==> config.mk <==
export PLATFORM = sky130hd
export DESIGN_NAME = cbu_branch_unit
export DESIGN_NICKNAME = d
export VERILOG_FILES = /design/src/rtl/cbu_pkg.sv /design/src/rtl/cbu_cond_eval.sv /design/src/rtl/cbu_branch_unit.sv
export VERILOG_INCLUDE_DIRS = /design/src /design/src/rtl
export SDC_FILE = /design/constraint.sdc
export NUM_CORES = 1
export LEC_CHECK = 0
export ABC_AREA = 1
export ABC_CLOCK_PERIOD_IN_PS = 1400
export BUFFER_PORTS_ARGS = -buffer_cell sky130_fd_sc_hd__buf_4
export CORE_AREA = 2 2 76 78
export CTS_BUF_LIST = sky130_fd_sc_hd__clkbuf_8
export CTS_CLUSTER_DIAMETER = 80
export DETAILED_ROUTE_END_ITERATION = 12
export DIE_AREA = 0 0 78 80
export GPL_TIMING_DRIVEN = 1
export PLACE_DENSITY_LB_ADDON = 0.05
export SYNTH_ARGS = -nofsm -noshare
export SYNTH_HDL_FRONTEND = slang
export SYNTH_SLANG_ARGS = --single-unit
==> constraint.sdc <==
create_clock -name i_sys_clk -period 1.4 [get_ports i_sys_clk]
set_input_delay 0 -clock i_sys_clk [delete_from_list [all_inputs] [get_ports i_sys_clk]]
set_output_delay 0 -clock i_sys_clk [all_outputs]
set_load 0.01 [all_outputs]
==> src/rtl/cbu_defs.svh <==
`ifndef CBU_DEFS_SVH
`define CBU_DEFS_SVH

// ----------------------------------------
// Status flag bit positions
// ----------------------------------------
`define CBU_FLAG_C 3'h0
`define CBU_FLAG_Z 3'h1
`define CBU_FLAG_N 3'h2
`define CBU_FLAG_V 3'h3
`define CBU_FLAG_S 3'h4
`define CBU_FLAG_H 3'h5
`define CBU_FLAG_T 3'h6
`define CBU_FLAG_I 3'h7

// ----------------------------------------
// Widths and reset values
// ----------------------------------------
`define CBU_PC_W 17
`define CBU_K_W 7
`define CBU_PC_RST 17'h0_0000
`define CBU_PC_ONE 17'h0_0001

// ----------------------------------------
// Cycle counts
// ----------------------------------------
`define CBU_CYC_NOT_TAKEN 2'h1
`define CBU_CYC_TAKEN 2'h2

`endif

==> src/rtl/cbu_pkg.sv <==
package cbu_pkg;

  // ----------------------------------------
  // Branch operations
  // ----------------------------------------
  typedef enum logic [3:0] {
    branch_status_bit_clear = 4'h0,
    branch_status_bit_set = 4'h1,
    branch_equal = 4'h2,
    branch_not_equal = 4'h3,
    branch_carry_set = 4'h4,
    branch_carry_clear = 4'h5,
    branch_negative = 4'h6,
    branch_positive = 4'h7,
    branch_signed_greater_equal = 4'h8,
    branch_signed_less = 4'h9,
    branch_half_carry_set = 4'ha,
    branch_half_carry_clear = 4'hb,
    branch_transfer_bit_set = 4'hc,
    branch_transfer_bit_clear = 4'hd
  } cbu_op_e;

  // Aliases that share a condition
  localparam cbu_op_e branch_unsigned_same_or_higher = branch_carry_clear;
  localparam cbu_op_e branch_unsigned_lower = branch_carry_set;

  // ----------------------------------------
  // Request and answer carriers
  // ----------------------------------------
  typedef struct packed {
    cbu_op_e op;
    logic [2:0] sel;
    logic [6:0] k;
    logic [16:0] pc;
  } cbu_req_s;

  typedef struct packed {
    logic load;
    logic [16:0] pc;
  } cbu_rsp_s;

  typedef enum logic [1:0] {
    cbu_idle = 2'b00,
    cbu_jump = 2'b01
  } cbu_state_e;

endpackage : cbu_pkg

==> src/rtl/cbu_cond_eval.sv <==
`timescale 1ns/1ns
`default_nettype none
`include "cbu_defs.svh"

module cbu_cond_eval (
  input wire cbu_pkg::cbu_op_e i_op,
  input wire logic [2:0] i_sel,
  input wire logic [7:0] i_flags,
  output logic o_taken
);

  // ----------------------------------------
  // Flag picks
  // ----------------------------------------
  wire logic f_c = i_flags[`CBU_FLAG_C];
  wire logic f_z = i_flags[`CBU_FLAG_Z];
  wire logic f_n = i_flags[`CBU_FLAG_N];
  wire logic f_v = i_flags[`CBU_FLAG_V];
  wire logic f_h = i_flags[`CBU_FLAG_H];
  wire logic f_t = i_flags[`CBU_FLAG_T];
  wire logic f_sel = i_flags[i_sel];
  wire logic f_sign = f_n ^ f_v;

  // ----------------------------------------
  // Condition select
  // ----------------------------------------
  always_comb begin
    unique case (i_op)
      cbu_pkg::branch_status_bit_clear: o_taken = ~f_sel;
      cbu_pkg::branch_status_bit_set: o_taken = f_sel;
      cbu_pkg::branch_equal: o_taken = f_z;
      cbu_pkg::branch_not_equal: o_taken = ~f_z;
      cbu_pkg::branch_carry_set: o_taken = f_c;
      cbu_pkg::branch_carry_clear: o_taken = ~f_c;
      cbu_pkg::branch_negative: o_taken = f_n;
      cbu_pkg::branch_positive: o_taken = ~f_n;
      cbu_pkg::branch_signed_greater_equal: o_taken = ~f_sign;
      cbu_pkg::branch_signed_less: o_taken = f_sign;
      cbu_pkg::branch_half_carry_set: o_taken = f_h;
      cbu_pkg::branch_half_carry_clear: o_taken = ~f_h;
      cbu_pkg::branch_transfer_bit_set: o_taken = f_t;
      cbu_pkg::branch_transfer_bit_clear: o_taken = ~f_t;
      default: o_taken = 1'b0;
    endcase
  end

endmodule : cbu_cond_eval
`default_nettype wire

==> src/rtl/cbu_branch_unit.sv <==
`timescale 1ns/1ns
`default_nettype none
`include "cbu_defs.svh"

module cbu_branch_unit (
  input wire logic i_sys_clk,
  input wire logic i_rst,
  input wire logic i_valid,
  input wire cbu_pkg::cbu_req_s i_req,
  input wire logic [7:0] i_flags,
  output logic o_busy,
  output logic o_done,
  output logic o_taken,
  output cbu_pkg::cbu_rsp_s o_rsp
);

  // ----------------------------------------
  // Condition and target
  // ----------------------------------------
  logic cond_taken;
  cbu_pkg::cbu_state_e state_r;
  cbu_pkg::cbu_state_e state_nxt;
  logic busy_r;
  logic done_r;
  logic taken_r;
  cbu_pkg::cbu_rsp_s rsp_r;
  cbu_pkg::cbu_rsp_s rsp_nxt;

  cbu_cond_eval cbu_cond_eval_inst (
    .i_op(i_req.op),
    .i_sel(i_req.sel),
    .i_flags(i_flags),
    .o_taken(cond_taken)
  );

  wire logic accept = i_valid && (state_r == cbu_pkg::cbu_idle);
  wire logic [16:0] k_ext = {{10{i_req.k[6]}}, i_req.k};
  wire logic [16:0] pc_seq = i_req.pc + `CBU_PC_ONE;
  wire logic [16:0] pc_jump = pc_seq + k_ext;

  // ----------------------------------------
  // Sequencer
  // ----------------------------------------
  always_comb begin
    state_nxt = state_r;
    unique case (state_r)
      cbu_pkg::cbu_idle: begin
        if (accept && cond_taken) begin
          state_nxt = cbu_pkg::cbu_jump;
        end
      end
      cbu_pkg::cbu_jump: state_nxt = cbu_pkg::cbu_idle;
      default: state_nxt = cbu_pkg::cbu_idle;
    endcase
  end

  always_comb begin
    rsp_nxt = '0;
    if (accept) begin
      rsp_nxt.load = 1'b1;
      rsp_nxt.pc = cond_taken ? pc_jump : pc_seq;
    end
  end

  always_ff @(posedge i_sys_clk or posedge i_rst) begin
    if (i_rst) begin
      state_r <= cbu_pkg::cbu_idle;
      busy_r <= 1'b0;
      done_r <= 1'b0;
      taken_r <= 1'b0;
      rsp_r <= '0;
    end else begin
      state_r <= state_nxt;
      busy_r <= accept && cond_taken;
      done_r <= (accept && !cond_taken) || (state_r == cbu_pkg::cbu_jump);
      taken_r <= state_r == cbu_pkg::cbu_jump;
      rsp_r <= rsp_nxt;
    end
  end

  assign o_busy = busy_r;
  assign o_done = done_r;
  assign o_taken = taken_r;
  assign o_rsp = rsp_r;

  // ----------------------------------------
  // Checks
  // ----------------------------------------
  a_taken_two: assert property (@(posedge i_sys_clk) disable iff (i_rst)
    (accept && cond_taken) |=> busy_r ##1 (done_r && taken_r))
    else $error("taken branch not done in two cycles");

  a_skip_one: assert property (@(posedge i_sys_clk) disable iff (i_rst)
    (accept && !cond_taken) |=> (done_r && !taken_r && !busy_r))
    else $error("untaken branch not done in one cycle");

  a_target_pc: assert property (@(posedge i_sys_clk) disable iff (i_rst)
    (accept && cond_taken) |=> (rsp_r.load && rsp_r.pc == $past(pc_jump)))
    else $error("taken target wrong");

  a_seq_pc: assert property (@(posedge i_sys_clk) disable iff (i_rst)
    (accept && !cond_taken) |=> (rsp_r.pc == $past(pc_seq)))
    else $error("sequential pc wrong");

  a_carry_cond: assert property (@(posedge i_sys_clk) disable iff (i_rst)
    (accept && i_req.op == cbu_pkg::branch_carry_clear) |-> (cond_taken == !i_flags[0]))
    else $error("carry clear condition wrong");

  a_sign_ge: assert property (@(posedge i_sys_clk) disable iff (i_rst)
    (accept && i_req.op == cbu_pkg::branch_signed_greater_equal)
      |-> (cond_taken == !(i_flags[2] ^ i_flags[3])))
    else $error("signed ge condition wrong");

  a_sign_lt: assert property (@(posedge i_sys_clk) disable iff (i_rst)
    (accept && i_req.op == cbu_pkg::branch_signed_less)
      |-> (cond_taken == (i_flags[2] ^ i_flags[3])))
    else $error("signed lt condition wrong");

  a_half_set: assert property (@(posedge i_sys_clk) disable iff (i_rst)
    (accept && i_req.op == cbu_pkg::branch_half_carry_set) |-> (cond_taken == i_flags[5]))
    else $error("half set condition wrong");

  a_half_clr: assert property (@(posedge i_sys_clk) disable iff (i_rst)
    (accept && i_req.op == cbu_pkg::branch_half_carry_clear) |-> (cond_taken == !i_flags[5]))
    else $error("half clear condition wrong");

  a_tbit_set: assert property (@(posedge i_sys_clk) disable iff (i_rst)
    (accept && i_req.op == cbu_pkg::branch_transfer_bit_set) |-> (cond_taken == i_flags[6]))
    else $error("t set condition wrong");

  a_tbit_clr: assert property (@(posedge i_sys_clk) disable iff (i_rst)
    (accept && i_req.op == cbu_pkg::branch_transfer_bit_clear) |-> (cond_taken == !i_flags[6]))
    else $error("t clear condition wrong");

  a_zero_eq: assert property (@(posedge i_sys_clk) disable iff (i_rst)
    (accept && i_req.op == cbu_pkg::branch_equal) |-> (cond_taken == i_flags[1]))
    else $error("equal condition wrong");

  // ----------------------------------------
  // Further conditions and sequencing
  // ----------------------------------------

  a_zero_ne: assert property (@(posedge i_sys_clk) disable iff (i_rst)
    (accept && i_req.op == cbu_pkg::branch_not_equal)
      |-> (cond_taken == !i_flags[`CBU_FLAG_Z]))
    else $error("not equal condition wrong");

  a_carry_set: assert property (@(posedge i_sys_clk) disable iff (i_rst)
    (accept && i_req.op == cbu_pkg::branch_unsigned_lower)
      |-> (cond_taken == i_flags[`CBU_FLAG_C]))
    else $error("carry set condition wrong");

  a_neg_set: assert property (@(posedge i_sys_clk) disable iff (i_rst)
    (accept && i_req.op == cbu_pkg::branch_negative)
      |-> (cond_taken == i_flags[`CBU_FLAG_N]))
    else $error("minus condition wrong");

  a_neg_clr: assert property (@(posedge i_sys_clk) disable iff (i_rst)
    (accept && i_req.op == cbu_pkg::branch_positive)
      |-> (cond_taken == !i_flags[`CBU_FLAG_N]))
    else $error("plus condition wrong");

  a_sbit_clr: assert property (@(posedge i_sys_clk) disable iff (i_rst)
    (accept && i_req.op == cbu_pkg::branch_status_bit_clear)
      |-> (cond_taken == !i_flags[i_req.sel]))
    else $error("status bit clear condition wrong");

  a_sbit_set: assert property (@(posedge i_sys_clk) disable iff (i_rst)
    (accept && i_req.op == cbu_pkg::branch_status_bit_set)
      |-> (cond_taken == i_flags[i_req.sel]))
    else $error("status bit set condition wrong");

  a_bad_op: assert property (@(posedge i_sys_clk) disable iff (i_rst)
    (accept && i_req.op > cbu_pkg::branch_transfer_bit_clear)
      |-> !cond_taken)
    else $error("unused op code taken");

  a_target_sum: assert property (@(posedge i_sys_clk) disable iff (i_rst)
    (accept && cond_taken)
      |=> (rsp_r.pc == ($past(i_req.pc) + $past({{10{i_req.k[6]}}, i_req.k}) + `CBU_PC_ONE)))
    else $error("taken target sum wrong");

  a_seq_sum: assert property (@(posedge i_sys_clk) disable iff (i_rst)
    (accept && !cond_taken)
      |=> (rsp_r.load && rsp_r.pc == ($past(i_req.pc) + `CBU_PC_ONE)))
    else $error("sequential sum wrong");

  a_refuse_busy: assert property (@(posedge i_sys_clk) disable iff (i_rst)
    (state_r == cbu_pkg::cbu_jump)
      |=> (!busy_r && !rsp_r.load))
    else $error("request accepted while busy");

  a_untaken_flag: assert property (@(posedge i_sys_clk) disable iff (i_rst)
    (accept && !cond_taken)
      |-> ##2 !taken_r)
    else $error("untaken branch marked taken");

  a_idle_quiet: assert property (@(posedge i_sys_clk) disable iff (i_rst)
    (!i_valid && state_r == cbu_pkg::cbu_idle)
      |=> (!busy_r && !done_r && !rsp_r.load))
    else $error("output without request");

  a_taken_done: assert property (@(posedge i_sys_clk) disable iff (i_rst)
    taken_r
      |-> (done_r && !busy_r))
    else $error("taken without done");

  a_rsp_zero: assert property (@(posedge i_sys_clk) disable iff (i_rst)
    !rsp_r.load
      |-> (rsp_r.pc == 17'h0_0000))
    else $error("target shown without load");

  a_busy_once: assert property (@(posedge i_sys_clk) disable iff (i_rst)
    busy_r
      |=> !busy_r)
    else $error("busy held too long");

endmodule : cbu_branch_unit
`default_nettype wire

== Word level (Yosys, flattened, before mapping) ==
Cells that the tools add are included.

* Add/sub/neg operators: 2
* Magnitude comparators: 1
* Equal/unequal tests: 15
* Multiplexer cells: 7
* Bitwise operators: 8
* Reductions and logical operators: 7

{| class="wikitable"
|+ Operator list
! cell !! number
|-
| 4-bit equality test (second input constant) || 6
|-
| 18-bit 2-to-1 mux || 1
|-
| 17-bit by 1-bit adder with 17-bit output (second input constant) || 1
|-
| 17-bit adder || 1
|-
| 17-bit 2-to-1 mux || 1
|-
| 4-bit by 3-bit equality test with 1-bit output (second input constant) || 4
|-
| 1-bit one-hot mux with 14 select lines || 1
|-
| 4-bit by 2-bit equality test with 1-bit output (second input constant) || 2
|-
| 1-bit inverter || 7
|-
| 4-bit by 1-bit equality test with 1-bit output (second input constant) || 1
|-
| 4-bit zero test || 1
|-
| 3-bit by 4-bit < comparator with 1-bit output (second input constant) || 1
|-
| 2-bit 2-to-1 mux || 2
|-
| 1-bit binary-select mux with 3-bit select || 1
|-
| 1-bit logical AND || 3
|-
| 2-bit by 1-bit equality test with 1-bit output (second input constant) || 1
|-
| 2-bit zero test || 1
|-
| 2-bit by 1-bit != test with 1-bit output (second input constant) || 1
|-
| 1-bit zero test || 1
|-
| 1-bit logical OR || 1
|-
| 1-bit 2-to-1 mux || 1
|-
| 1-bit bitwise XOR || 1
|}

* Bits in registers: 23
* Input port bits: 42
* Output and inout port bits: 21
* Logic and storage cells: 46

== Logic depth before layout (Yosys ltp) ==
Gate-level depths: netlist (run 1).

* Depth in word-level cells: 7
* Mapped depth: 22
* Depth with buffers taken out: 22

== Hierarchy ==
From an unflattened synthesis (run 1), not the netlist that was laid out.

* Cell total of the unflattened synthesis: 378
* Area, all modules: 2412.3 um2

{| class="wikitable"
|+ Modules (own cells, without submodules)
! module !! times used !! cells an instance !! area each (um2) !! sequential area each (um2)
|-
| cbu_branch_unit || 1 || 309 || 2117.0 || 550.5
|-
| cbu_cond_eval || 1 || 69 || 295.3 || 0.0
|}

== Worst setup path before layout (run 1) ==
No wires, ideal clock.

* Path type: input to register
* From: in i_req[0] (netlist bit)
* To: reg rsp_r (netlist bit o_rsp[16])
* Library setup time: 126 ps
* Arrival time: 1989 ps
* Required time: 1274 ps
* Slack: -715 ps
* Stages on the path: 19
* Path buffers: 0
* Cell sequence: ha_1 -> inv_1 -> nor2_1 -> nand3_1 -> nor2_1 -> nand2_1 -> nor2_1 -> xor2_1 -> ha_1 -> nand2_1 -> inv_1 -> a21oi_1 -> nand2_1 -> a21oi_1 -> nand3_1 -> nand2_1 -> nand2_1 -> nand2_1 -> nor2_1

{| class="wikitable"
|+ RTL lines
! what !! line !! RTL
|-
| start, declared || cbu_branch_unit.sv:9 || <nowiki>input wire cbu_pkg::cbu_req_s i_req,</nowiki>
|-
| end signal, assigned || cbu_branch_unit.sv:77 || <nowiki>rsp_r <= rsp_nxt;</nowiki>
|-
| end, declared || cbu_branch_unit.sv:26 || <nowiki>cbu_pkg::cbu_rsp_s rsp_r;</nowiki>
|}

==> flow_metrics.py, run 1 <==
metrics = {
    "status": {
        "outcome": "finished, violations left",
        "violations": "negative setup slack",
    },
    "yosys": {
        "synthTopCellsByCount": "nand2_1 (120), inv_1 (50), nand3_1 (38), nor2_1 (31), dfrtp_1 (22)",
        "synth_cells": 372,
        "synth_edf_count": 0,
        "yosys.area.top_type": "dfrtp_1",
        "ys_seq_area_share_pct": 23.3,
        "synth_flop_cell": "dfrtp_1",
        "ys_types": 26,
        "syn_area_per_cell_um2": 6.36,
        "yosysWarnings": 0,
        "netlist_area_mm2": 0.00236,
        "synth_fp_nets": 433,
        "synth_area_leaders": "dfrtp_1 (23%), nand2_1 (19%), ha_1 (9.5%)",
        "ys_async_sr_fraction_pct": 100,
        "synth-seq-cells": 22,
        "synth_top_area_share_pct": 23.3,
        "post-synth-top-count-cell": "nand2_1",
    },
    "sta": {
        "setup_viol": 13,
        "drv_slew": 0,
        "hold_viol": 0,
        "final.setup_skew_ns": 0.00316,
        "max_slew_margin_pct": 70.9,
        "setup_ws_ns": -0.635,
        "worst_pin_slew_ns": 0.435,
        "rsz0062_at_grt": "yes",
        "finalCritPeriodShare_pct": 145,
        "fin_crit_ns": 2.04,
        "timing.fmax_ghz": 0.491,
    },
    "finish": {
        "layout.nets": 594,
        "fillerInstances": 358,
        "multiInputGateArea_mm2": 0.00218,
        "drive_gt1_share_pct": 47.7,
        "utilization_pct": 80.3,
        "diodes": 0,
        "seqCellArea_um2": 551,
        "area_growth_pct": 83.6,
    },
    "power_and_ir_drop": {
        "total_power_w": 0.00312,
        "vdd_drop_max_mv": 0.396,
        "p_leak_nw": 2.27,
        "pwr_density_cell_mw_per_mm2": 718,
    },
    "route": {
        "dr.first_iter.drc_count": 199,
        "via_per_inst": 5.28,
        "drc": 0,
        "vias": 3192,
        "ant_nets": 0,
        "wl_per_cell_um": 15.1,
        "firstDrtPassIters": 5,
        "drt_wl_total_mm": 9.14,
    },
    "floorplan": {
        "die_h_um": 80,
        "dieArea_mm2": 0.00624,
        "coreArea_mm2": 0.00541,
        "start_util_pct": 43.8,
        "rows": 27,
        "io_pins": 63,
        "dieWidth_um": 78,
    },
    "clock_tree": {
        "cts_tree": "yes",
        "path_clk_slew_ns": 0.09,
        "cts_buffer_depth": 2,
        "cts_buffers": 3,
        "clock-sinks": 22,
        "cts-root-buf": "clkbuf_8",
        "h-tree-depth": 1,
        "clk_latency_ns": 0.28,
    },
    "global_route": {
        "gr-total-overflow": 0,
        "antenna_found_initial": 0,
        "grt_pass1_vias": 3053,
        "grt_util_all_layers_pct": 26.5,
        "grt_max_degree": 16,
        "grt_first_pass_wirelength_mm": 13.1,
    },
    "critical_path": {
        "critical_path_class": "primary input to flip-flop",
        "rrSetupSlack_ns": 0.14,
        "crit_path_end_kind": "flip-flop",
        "r2r.worst_path.cells": 6,
        "reg2reg_from": "state_r[0]",
        "r2r_end": "o_rsp[5]",
        "cp_data_required_time_ns": 1.58,
        "worstSetupStartpointType": "primary input",
        "cp_max_fo": 4,
        "cp_data_arrival_time_ns": 2.21,
    },
    "worst_hold_path": {
        "worstHoldEndpoint": "o_rsp[0]",
        "min-delay-start": "i_req[0]",
        "hp-class": "primary input to flip-flop",
        "whs_path_depth": 3,
    },
    "place": {
        "gp_congestion": 0.868,
        "place_hpwl_mm": 6.03,
        "numPortBuffers": 62,
        "dp_worst_setup_slack_ns": -0.968,
    },
    "run": {
        "cap_violations": 0,
    },
}
critical path, stage by stage:
cell and delay (ns):
buf_8 0.09, ha_4 0.13, inv_2 0.04, nor2_4 0.11
nand3_4 0.10, nor2_4 0.12, nand3_1 0.10, xor2_1 0.16
inv_2 0.09, ha_4 0.28, nand2_2 0.09, inv_2 0.05
nand2_1 0.10, nand2_1 0.08, nand2_1 0.10, nand2_1 0.08
a21oi_2 0.14, nand3_1 0.11, nand2_1 0.09, nand2_1 0.06
nand2_1 0.05, nor2_1 0.04
power by group:
| group | internal (W) | switching [W] | total [W] |
|---|---|---|---|
| combinational | 0.000852 | 0.000889 | 0.00174 |
| clock | 0.000383 | 0.000248 | 0.000631 |
| sequential | 0.000719 | 0.0000247 | 0.000744 |
cell type report:
| cell class | count | area share (%) |
|---|---|---|
| Timing Repair Buffer | 159 | 28.9 |
| Multi-Input combinational cell | 296 | 50.3 |
| Clock inverter | 1 | 0.692 |
| Tap cell | 72 | 2.07 |
| Clock buffer | 3 | 0.951 |
| Inverter | 51 | 4.47 |
| Sequential cell | 22 | 12.7 |
repair_timing:
action,in CTS,in global routing
gates resized for setup,51,46
setup endpoints to repair,14,14
pin swaps,49,34
hold endpoints to repair,9,0
hold buffers,1,0
buffers inserted,13,6
kinds of logic (layout without fill, tap and decap cells):
| kind of cell | after synthesis | in the layout | synth area share (%) |
|---|---|---|---|
| simple gates | 212 | 212 | 39.6 |
| buf+inv | 54 | 214 | 9.05 |
| xor+xnor | 21 | 21 | 7.78 |
| fa+ha+maj | 19 | 19 | 10.4 |
| compound gates | 44 | 44 | 9.95 |
| flops | 22 | 22 | 23.3 |
per-layer routing:
metal | GRT usage (%) | up-vias | part of all wire [%]
met5 | 0 | - | 0
met4 | 10.2 | 0 | 3.8
met3 | 2.04 | 36 | 5.3
met2 | 50.5 | 153 | 51
met1 | 30.5 | 1480 | 40
li1 | - | 1523 | -
worst max-delay path by stage:
stage / startpoint / to / slack, ns / cells after the start
2_1_floorplan: i_req[1] / o_rsp[16] / -0.56 / 19
3_3_place_gp: i_req[0] / o_rsp[16] / -0.85 / 19
3_5_place_dp: i_req[1] / o_rsp[16] / -0.97 / 21
4_1_cts: i_req[0] / o_rsp[16] / -0.51 / 20
5_1_grt: i_req[0] / o_rsp[16] / -0.72 / 22
6_report: i_req[0] / o_rsp[16] / -0.64 / 22
flip-flops by register name, summed over array words and instances, names as in the netlist:
register,flops
o_busy,1
o_done,1
state_r,1
o_taken,1
o_rsp,18
cells in the final DEF, fill, tap and decap left out, types with 4 or more instances in the layout:
cell | Yosys | final
a21oi_1 | 19 | 6
a21oi_2 | 0 | 8
a21oi_4 | 0 | 5
buf_4 | 1 | 147
buf_6 | 1 | 8
dfrtp_1 | 22 | 22
ha_1 | 18 | 5
ha_4 | 0 | 13
inv_1 | 50 | 41
inv_2 | 1 | 9
nand2_1 | 120 | 99
nand2_2 | 0 | 11
nand2_4 | 0 | 10
nand3_1 | 38 | 30
nand3_2 | 1 | 4
nand3_4 | 1 | 6
nand3b_1 | 6 | 6
nand4_1 | 9 | 9
nor2_1 | 31 | 19
nor2_2 | 0 | 5
nor2_4 | 3 | 10
o21ai_0 | 18 | 9
o21ai_1 | 1 | 8
xor2_1 | 18 | 13
per-stage QoR:
stage / setup TNS, ns / std cells / hold slack, ns / instance area (µm²)
2_1_floorplan: -3.29 / 372 / -0.0108 / 2560
3_3_place_gp: -9.48 / 581 / 0.0165 / 3700
3_5_place_dp: -10.02 / 581 / 0.0257 / 3700
4_1_cts: -4.72 / 599 / 0.0185 / 4110
5_1_grt: -6.40 / 604 / 0.0456 / 4340
6_report: -5.14 / 604 / 0.0249 / 4340
Note: power is estimated with default switching activity, not from simulation.
==> run 2, diff against run 1 <==
- HOLD_SLACK_MARGIN: default -> 0.08
==> flow_metrics.py, run 2 (synthesis results as in run 1) <==
metrics = {
    "critical_path": {
        "cp_data_arrival_time_ns": 2.22,
        "reg2reg_from": "state_r[0]",
        "cp_data_required_time_ns": 1.57,
        "worstSetupStartpointType": "primary input",
        "cp_cell_sequence": "buf_8, buf_4, nand3_4, nor2_4, nand2_2, nor2_4, xor2_1, buf_4, ha_1, nand2_1, nand2_1, nand2_1, nand2_1, nand2_1, nand2_1, a21oi_2, nand3_1, nand2_1, nand2_1, nand2_1, nor2_1",
        "max_stage_delay_ns": 0.26,
        "cp_max_fo": 4,
        "rrSetupSlack_ns": 0.14,
        "path_common_cell": "nand2_1",
        "critical_path_class": "primary input to flip-flop",
        "r2r_end": "o_rsp[3]",
        "crit_path_end_kind": "flip-flop",
        "startpoint": "i_req[0]",
        "slowest_stage": "ha_1",
        "r2r.worst_path.cells": 6,
    },
    "route": {
        "dr.first_iter.drc_count": 229,
        "drt_wl_total_mm": 9.72,
        "vias": 3241,
        "drc": 0,
        "ant_nets": 0,
        "firstDrtPassIters": 5,
        "via_per_inst": 5.37,
        "wl_per_cell_um": 16.1,
    },
    "finish": {
        "layout.nets": 593,
        "largest_reg_flops": 18,
        "layout_common_cells": "buf_4 (144), nand2_1 (97), inv_1 (39)",
        "diodes": 0,
        "finalNonFillerCells": 603,
        "drive_gt1_share_pct": 48.8,
        "area_growth_pct": 85.5,
        "stdcell_area_mm2": 0.00439,
        "final_common_cell": "buf_4",
        "fillerInstances": 344,
    },
    "clock_tree": {
        "h-tree-depth": 1,
        "clk_latency_ns": 0.28,
        "cts-root-buf": "clkbuf_8",
        "cts_tree": "yes",
        "cts_buffer_depth": 2,
        "clock-sinks": 22,
        "cts_buffers": 3,
        "path_clk_slew_ns": 0.09,
    },
    "sta": {
        "final.setup_skew_ns": 0.00155,
        "rsz0062_at_grt": "yes",
        "max_slew_margin_pct": 70.0,
        "hold_viol": 0,
        "setup_viol": 14,
        "finalCritPeriodShare_pct": 146,
        "timing.fmax_ghz": 0.490,
        "setup_ws_ns": -0.641,
        "fin_crit_ns": 2.04,
        "drv_slew": 0,
        "worst_pin_slew_ns": 0.449,
    },
    "floorplan": {
        "dieWidth_um": 78,
        "coreArea_mm2": 0.00541,
        "dieArea_mm2": 0.00624,
        "die_h_um": 80,
        "start_util_pct": 43.8,
        "rows": 27,
        "io_pins": 63,
    },
    "run": {
        "cap_violations": 0,
    },
    "place": {
        "dp_cells": 581,
        "numPortBuffers": 62,
        "place_hpwl_mm": 6.03,
        "gp_congestion": 0.868,
        "placed_area_mm2": 0.00370,
    },
    "status": {
        "violations": "negative setup slack",
        "outcome": "finished, violations left",
    },
    "worst_hold_path": {
        "min-delay-start": "i_req[13]",
        "hp-class": "primary input to flip-flop",
        "whs_path_depth": 3,
        "worstHoldEndpoint": "o_rsp[13]",
    },
    "global_route": {
        "antenna_found_initial": 0,
        "grt_pass1_vias": 3086,
        "grt_first_pass_wirelength_mm": 13.3,
        "gr-total-overflow": 0,
        "grt_max_degree": 16,
        "grt_util_all_layers_pct": 26.8,
    },
    "power_and_ir_drop": {
        "pwr_density_cell_mw_per_mm2": 723,
        "p_leak_nw": 2.27,
        "vdd_drop_max_mv": 0.402,
    },
}
## run 2: stage by stage
stage               hold WS (ns)  worst slack [ns]  TNS, ns  power [W]  util (%)
finish                    0.0804            -0.641    -5.22    0.00317      81.2
global route               0.110            -0.734    -6.61    0.00332      81.2
CTS                       0.0917            -0.506    -4.72    0.00291      76.5
detailed placement        0.0257            -0.968   -10.02    0.00215      68.4
global placement          0.0165            -0.850    -9.48    0.00213      68.4
floorplan                -0.0108            -0.560    -3.29    0.00147         -
## run 2: worst max-delay path by stage
stage / to / slack (ns) / depth (start not counted)
finish: o_rsp[16] / -0.64 / 21
global route: o_rsp[16] / -0.73 / 20
CTS: o_rsp[16] / -0.51 / 20
detailed placement: o_rsp[16] / -0.97 / 21
global placement: o_rsp[16] / -0.85 / 19
floorplan: o_rsp[16] / -0.56 / 19
## run 2: routing by layer
layer | wire (µm) | track usage (%) | vias to the layer above
met4 | 393 | 10.0 | 0
met1 | 3720 | 30.2 | 1518
met2 | 5100 | 52.3 | 162
li1 | - | - | 1523
met3 | 500 | 1.92 | 38
met5 | 0 | 0 | -
## run 2: repair_timing
item                                    4_1_cts  5_1_grt
pin swaps                                    49       30
hold endpoints to repair                     10        0
setup buffers                                13        3
gates resized for setup                      51       54
hold buffers                                  3        0
endpoints found under the setup margin       14       14
## run 2: final cells by class
cell class | instances | area (µm²) | area share (%)
multi-input combinational | 296 | 2230 | 50.9
timing repair buffer | 158 | 1250 | 28.5
sequential | 22 | 551 | 12.5
inverter | 51 | 191 | 4.36
tap | 72 | 90.1 | 2.05
clock buffer | 3 | 41.3 | 0.941
clock inverter | 1 | 30.0 | 0.685
## run 2: worst max-delay path: cells and delay by family
family | cells | cell delay [ns]
adders and majority gates | 1 | 0.26
and+or+nand+nor | 15 | 1.27
xor gates and xnor gates | 1 | 0.18
AOI/OAI and AO/OA | 1 | 0.14
buffers and inverters | 3 | 0.35
## run 2: where the power goes
| part | internal (W) | switching, W | leakage, nW | total, W |
|---|---|---|---|---|
| logic | 0.000866 | 0.000929 | 1.95 | 0.00179 |
| clock network | 0.000383 | 0.000251 | 0.0357 | 0.000634 |
| registers | 0.000719 | 0.0000247 | 0.286 | 0.000744 |
| total | 0.00197 | 0.00120 | 2.27 | 0.00317 |
==> run 3, diff against run 2 <==
- CORE_AREA: 2 2 76 78 -> 2 2 73 82
- DIE_AREA: 0 0 78 80 -> 0 0 75 84
==> flow_metrics.py, run 3 (synthesis results as in run 1) <==
metrics = {
    "sta": {
        "worst_pin_slew_ns": 0.296,
        "setup_viol": 13,
        "finalCritPeriodShare_pct": 143,
        "final.setup_skew_ns": 0.00137,
        "hold_viol": 0,
        "fin_crit_ns": 2.00,
        "whs_ns": 0.0880,
        "rsz0062_at_grt": "yes",
        "setup_ws_ns": -0.596,
        "setup_tns_ns": -5.35,
        "drv_slew": 0,
        "max_slew_margin_pct": 80.3,
        "timing.fmax_ghz": 0.501,
    },
    "power_and_ir_drop": {
        "vdd_drop_max_mv": 0.531,
        "total_power_w": 0.00306,
        "switching_share_pct": 39.2,
        "p_sw_w": 0.00120,
        "pwr_density_cell_mw_per_mm2": 682,
        "seqPwrFrac_pct": 24.3,
        "clockPowerShare_pct": 16.3,
        "combPwrFrac_pct": 59.4,
        "internal_power_w": 0.00186,
        "p_leak_nw": 2.30,
    },
    "critical_path": {
        "cp_max_fo": 4,
        "crit_family": "simple AND/OR/NAND/NOR gates",
        "worstSetupStartpointType": "primary input",
        "critical_path_class": "primary input to flip-flop",
        "cp_num_buf_inv": 3,
        "crit_path_end_kind": "flip-flop",
        "max_stage_delay_ns": 0.31,
        "slowest_stage": "ha_4",
        "cp_cell_sequence": "buf_8, buf_4, nand3_4, nor2_4, nand2_2, nor2_4, nand4_1, xor2_1, inv_1, ha_4, nand2_2, nor2_2, nand3_1, nand2_1, nand2_1, nand2_1, nand3_1, nand2_1",
        "cp_data_arrival_time_ns": 2.22,
        "cp_data_required_time_ns": 1.62,
        "path_common_cell": "nand2_1",
    },
    "global_route": {
        "grt_first_pass_wirelength_mm": 13.5,
        "grt_max_degree": 23,
        "antenna_found_initial": 0,
        "grt_util_all_layers_pct": 27.4,
        "gr-total-overflow": 0,
        "grt_pass1_vias": 3009,
    },
    "finish": {
        "layout.nets": 603,
        "largest_reg_flops": 18,
        "layout_common_cells": "buf_4 (155), nand2_1 (94), inv_1 (40)",
        "final_common_cell": "buf_4",
        "fillerInstances": 376,
        "area_growth_pct": 89.6,
        "diodes": 0,
        "drive_gt1_share_pct": 51.2,
        "finalNonFillerCells": 618,
    },
    "floorplan": {
        "dieWidth_um": 75,
        "rows": 29,
        "coreArea_mm2": 0.00555,
        "io_pins": 63,
        "die_h_um": 84,
        "start_util_pct": 42.6,
        "dieArea_mm2": 0.00630,
    },
    "route": {
        "wl_per_cell_um": 14.8,
        "ant_nets": 0,
        "drc": 0,
        "via_per_inst": 5.15,
        "dr.first_iter.drc_count": 170,
        "vias": 3183,
        "firstDrtPassIters": 5,
        "drt_wl_total_mm": 9.12,
    },
    "clock_tree": {
        "cts_tree": "yes",
        "cts-root-buf": "clkbuf_8",
        "h-tree-depth": 1,
        "clk_latency_ns": 0.27,
        "cts_buffers": 3,
        "cts_buffer_depth": 2,
        "clock-sinks": 22,
        "path_clk_slew_ns": 0.09,
    },
    "place": {
        "dp_cells": 588,
        "place_hpwl_mm": 5.94,
        "gp_congestion": 0.938,
        "numPortBuffers": 62,
    },
    "run": {
        "cap_violations": 0,
    },
    "status": {
        "outcome": "finished, violations left",
        "violations": "negative setup slack",
    },
    "worst_hold_path": {
        "hp-class": "primary input to flip-flop",
    },
}
## run 3: cell types whose count changed in the layout (fill, tap and decap cells not counted), moves of 3 or more
cell	change
nor2_2	-3
nand2_1	-3
nand3_2	+4
nand2_2	+4
buf_4	+11
## run 3: worst paths after layout
check / from / slack, ns / end / cells past startpoint
min: i_req[0] / 0.09 / o_rsp[0] / 4
max reg2reg: state_r[0] / 0.07 / o_done / 7
max: i_req[0] / -0.60 / o_rsp[14] / 18
min reg2reg: state_r[0] / 0.40 / o_taken / 0
max in group asynchronous: i_rst / 0.86 / o_rsp[5] / 4
min in group asynchronous: i_rst / 0.31 / o_rsp[9] / 4
## run 3: layout make-up
| cell class | count | area [µm²] | share of cell area [%] |
|---|---|---|---|
| Multi-Input combinational cell | 296 | 2260 | 50.5 |
| Timing Repair Buffer | 168 | 1320 | 29.5 |
| Sequential cell | 22 | 551 | 12.3 |
| Inverter | 51 | 194 | 4.32 |
| Tap cell | 77 | 96.3 | 2.15 |
| Clock buffer | 4 | 55.1 | 1.23 |
## run 3: per-layer routing
| layer | track usage [%] | part of all wire, % | vias to the layer above | wire (µm) |
|---|---|---|---|---|
| li1 | - | - | 1539 | - |
| met4 | 11.2 | 4.5 | 0 | 406 |
| met1 | 32.2 | 39 | 1456 | 3510 |
| met3 | 3.02 | 6.1 | 39 | 554 |
| met2 | 48.6 | 51 | 149 | 4650 |
| met5 | 0 | 0 | - | 0 |
## run 3: power by group through the flow
stage               combinational, W  clock [W]  sequential [W]
global placement             0.00136          0        0.000756
global route                 0.00193   0.000520        0.000755
detailed placement           0.00139          0        0.000757
CTS                          0.00159   0.000480        0.000745
floorplan                   0.000672          0        0.000801
finish                       0.00182   0.000498        0.000744
## run 3: through the flow
step / instance area, µm² / util (%) / setup WS [ns]
floorplan: 2560 / - / -0.560
global placement: 3700 / 66.7 / -0.872
detailed placement: 3700 / 66.7 / -0.949
CTS: 4220 / 76.1 / -0.538
global route: 4480 / 80.8 / -0.754
finish: 4480 / 80.8 / -0.596
## run 3: worst register-to-register path, stage by stage (launching register included)
cell,delay [ns]
dfrtp_1,0.39
inv_1,0.08
nand2_2,0.09
inv_2,0.07
nand4_1,0.24
buf_4,0.24
buf_4,0.12
nand2_1,0.04
## run 3: repair_timing
action,CTS,global route
pin swaps,60,35
hold buffers,2,0
buffers inserted,16,10
gates resized for setup,66,51
endpoints found under the hold margin,23,0
endpoints found under the setup margin,14,16
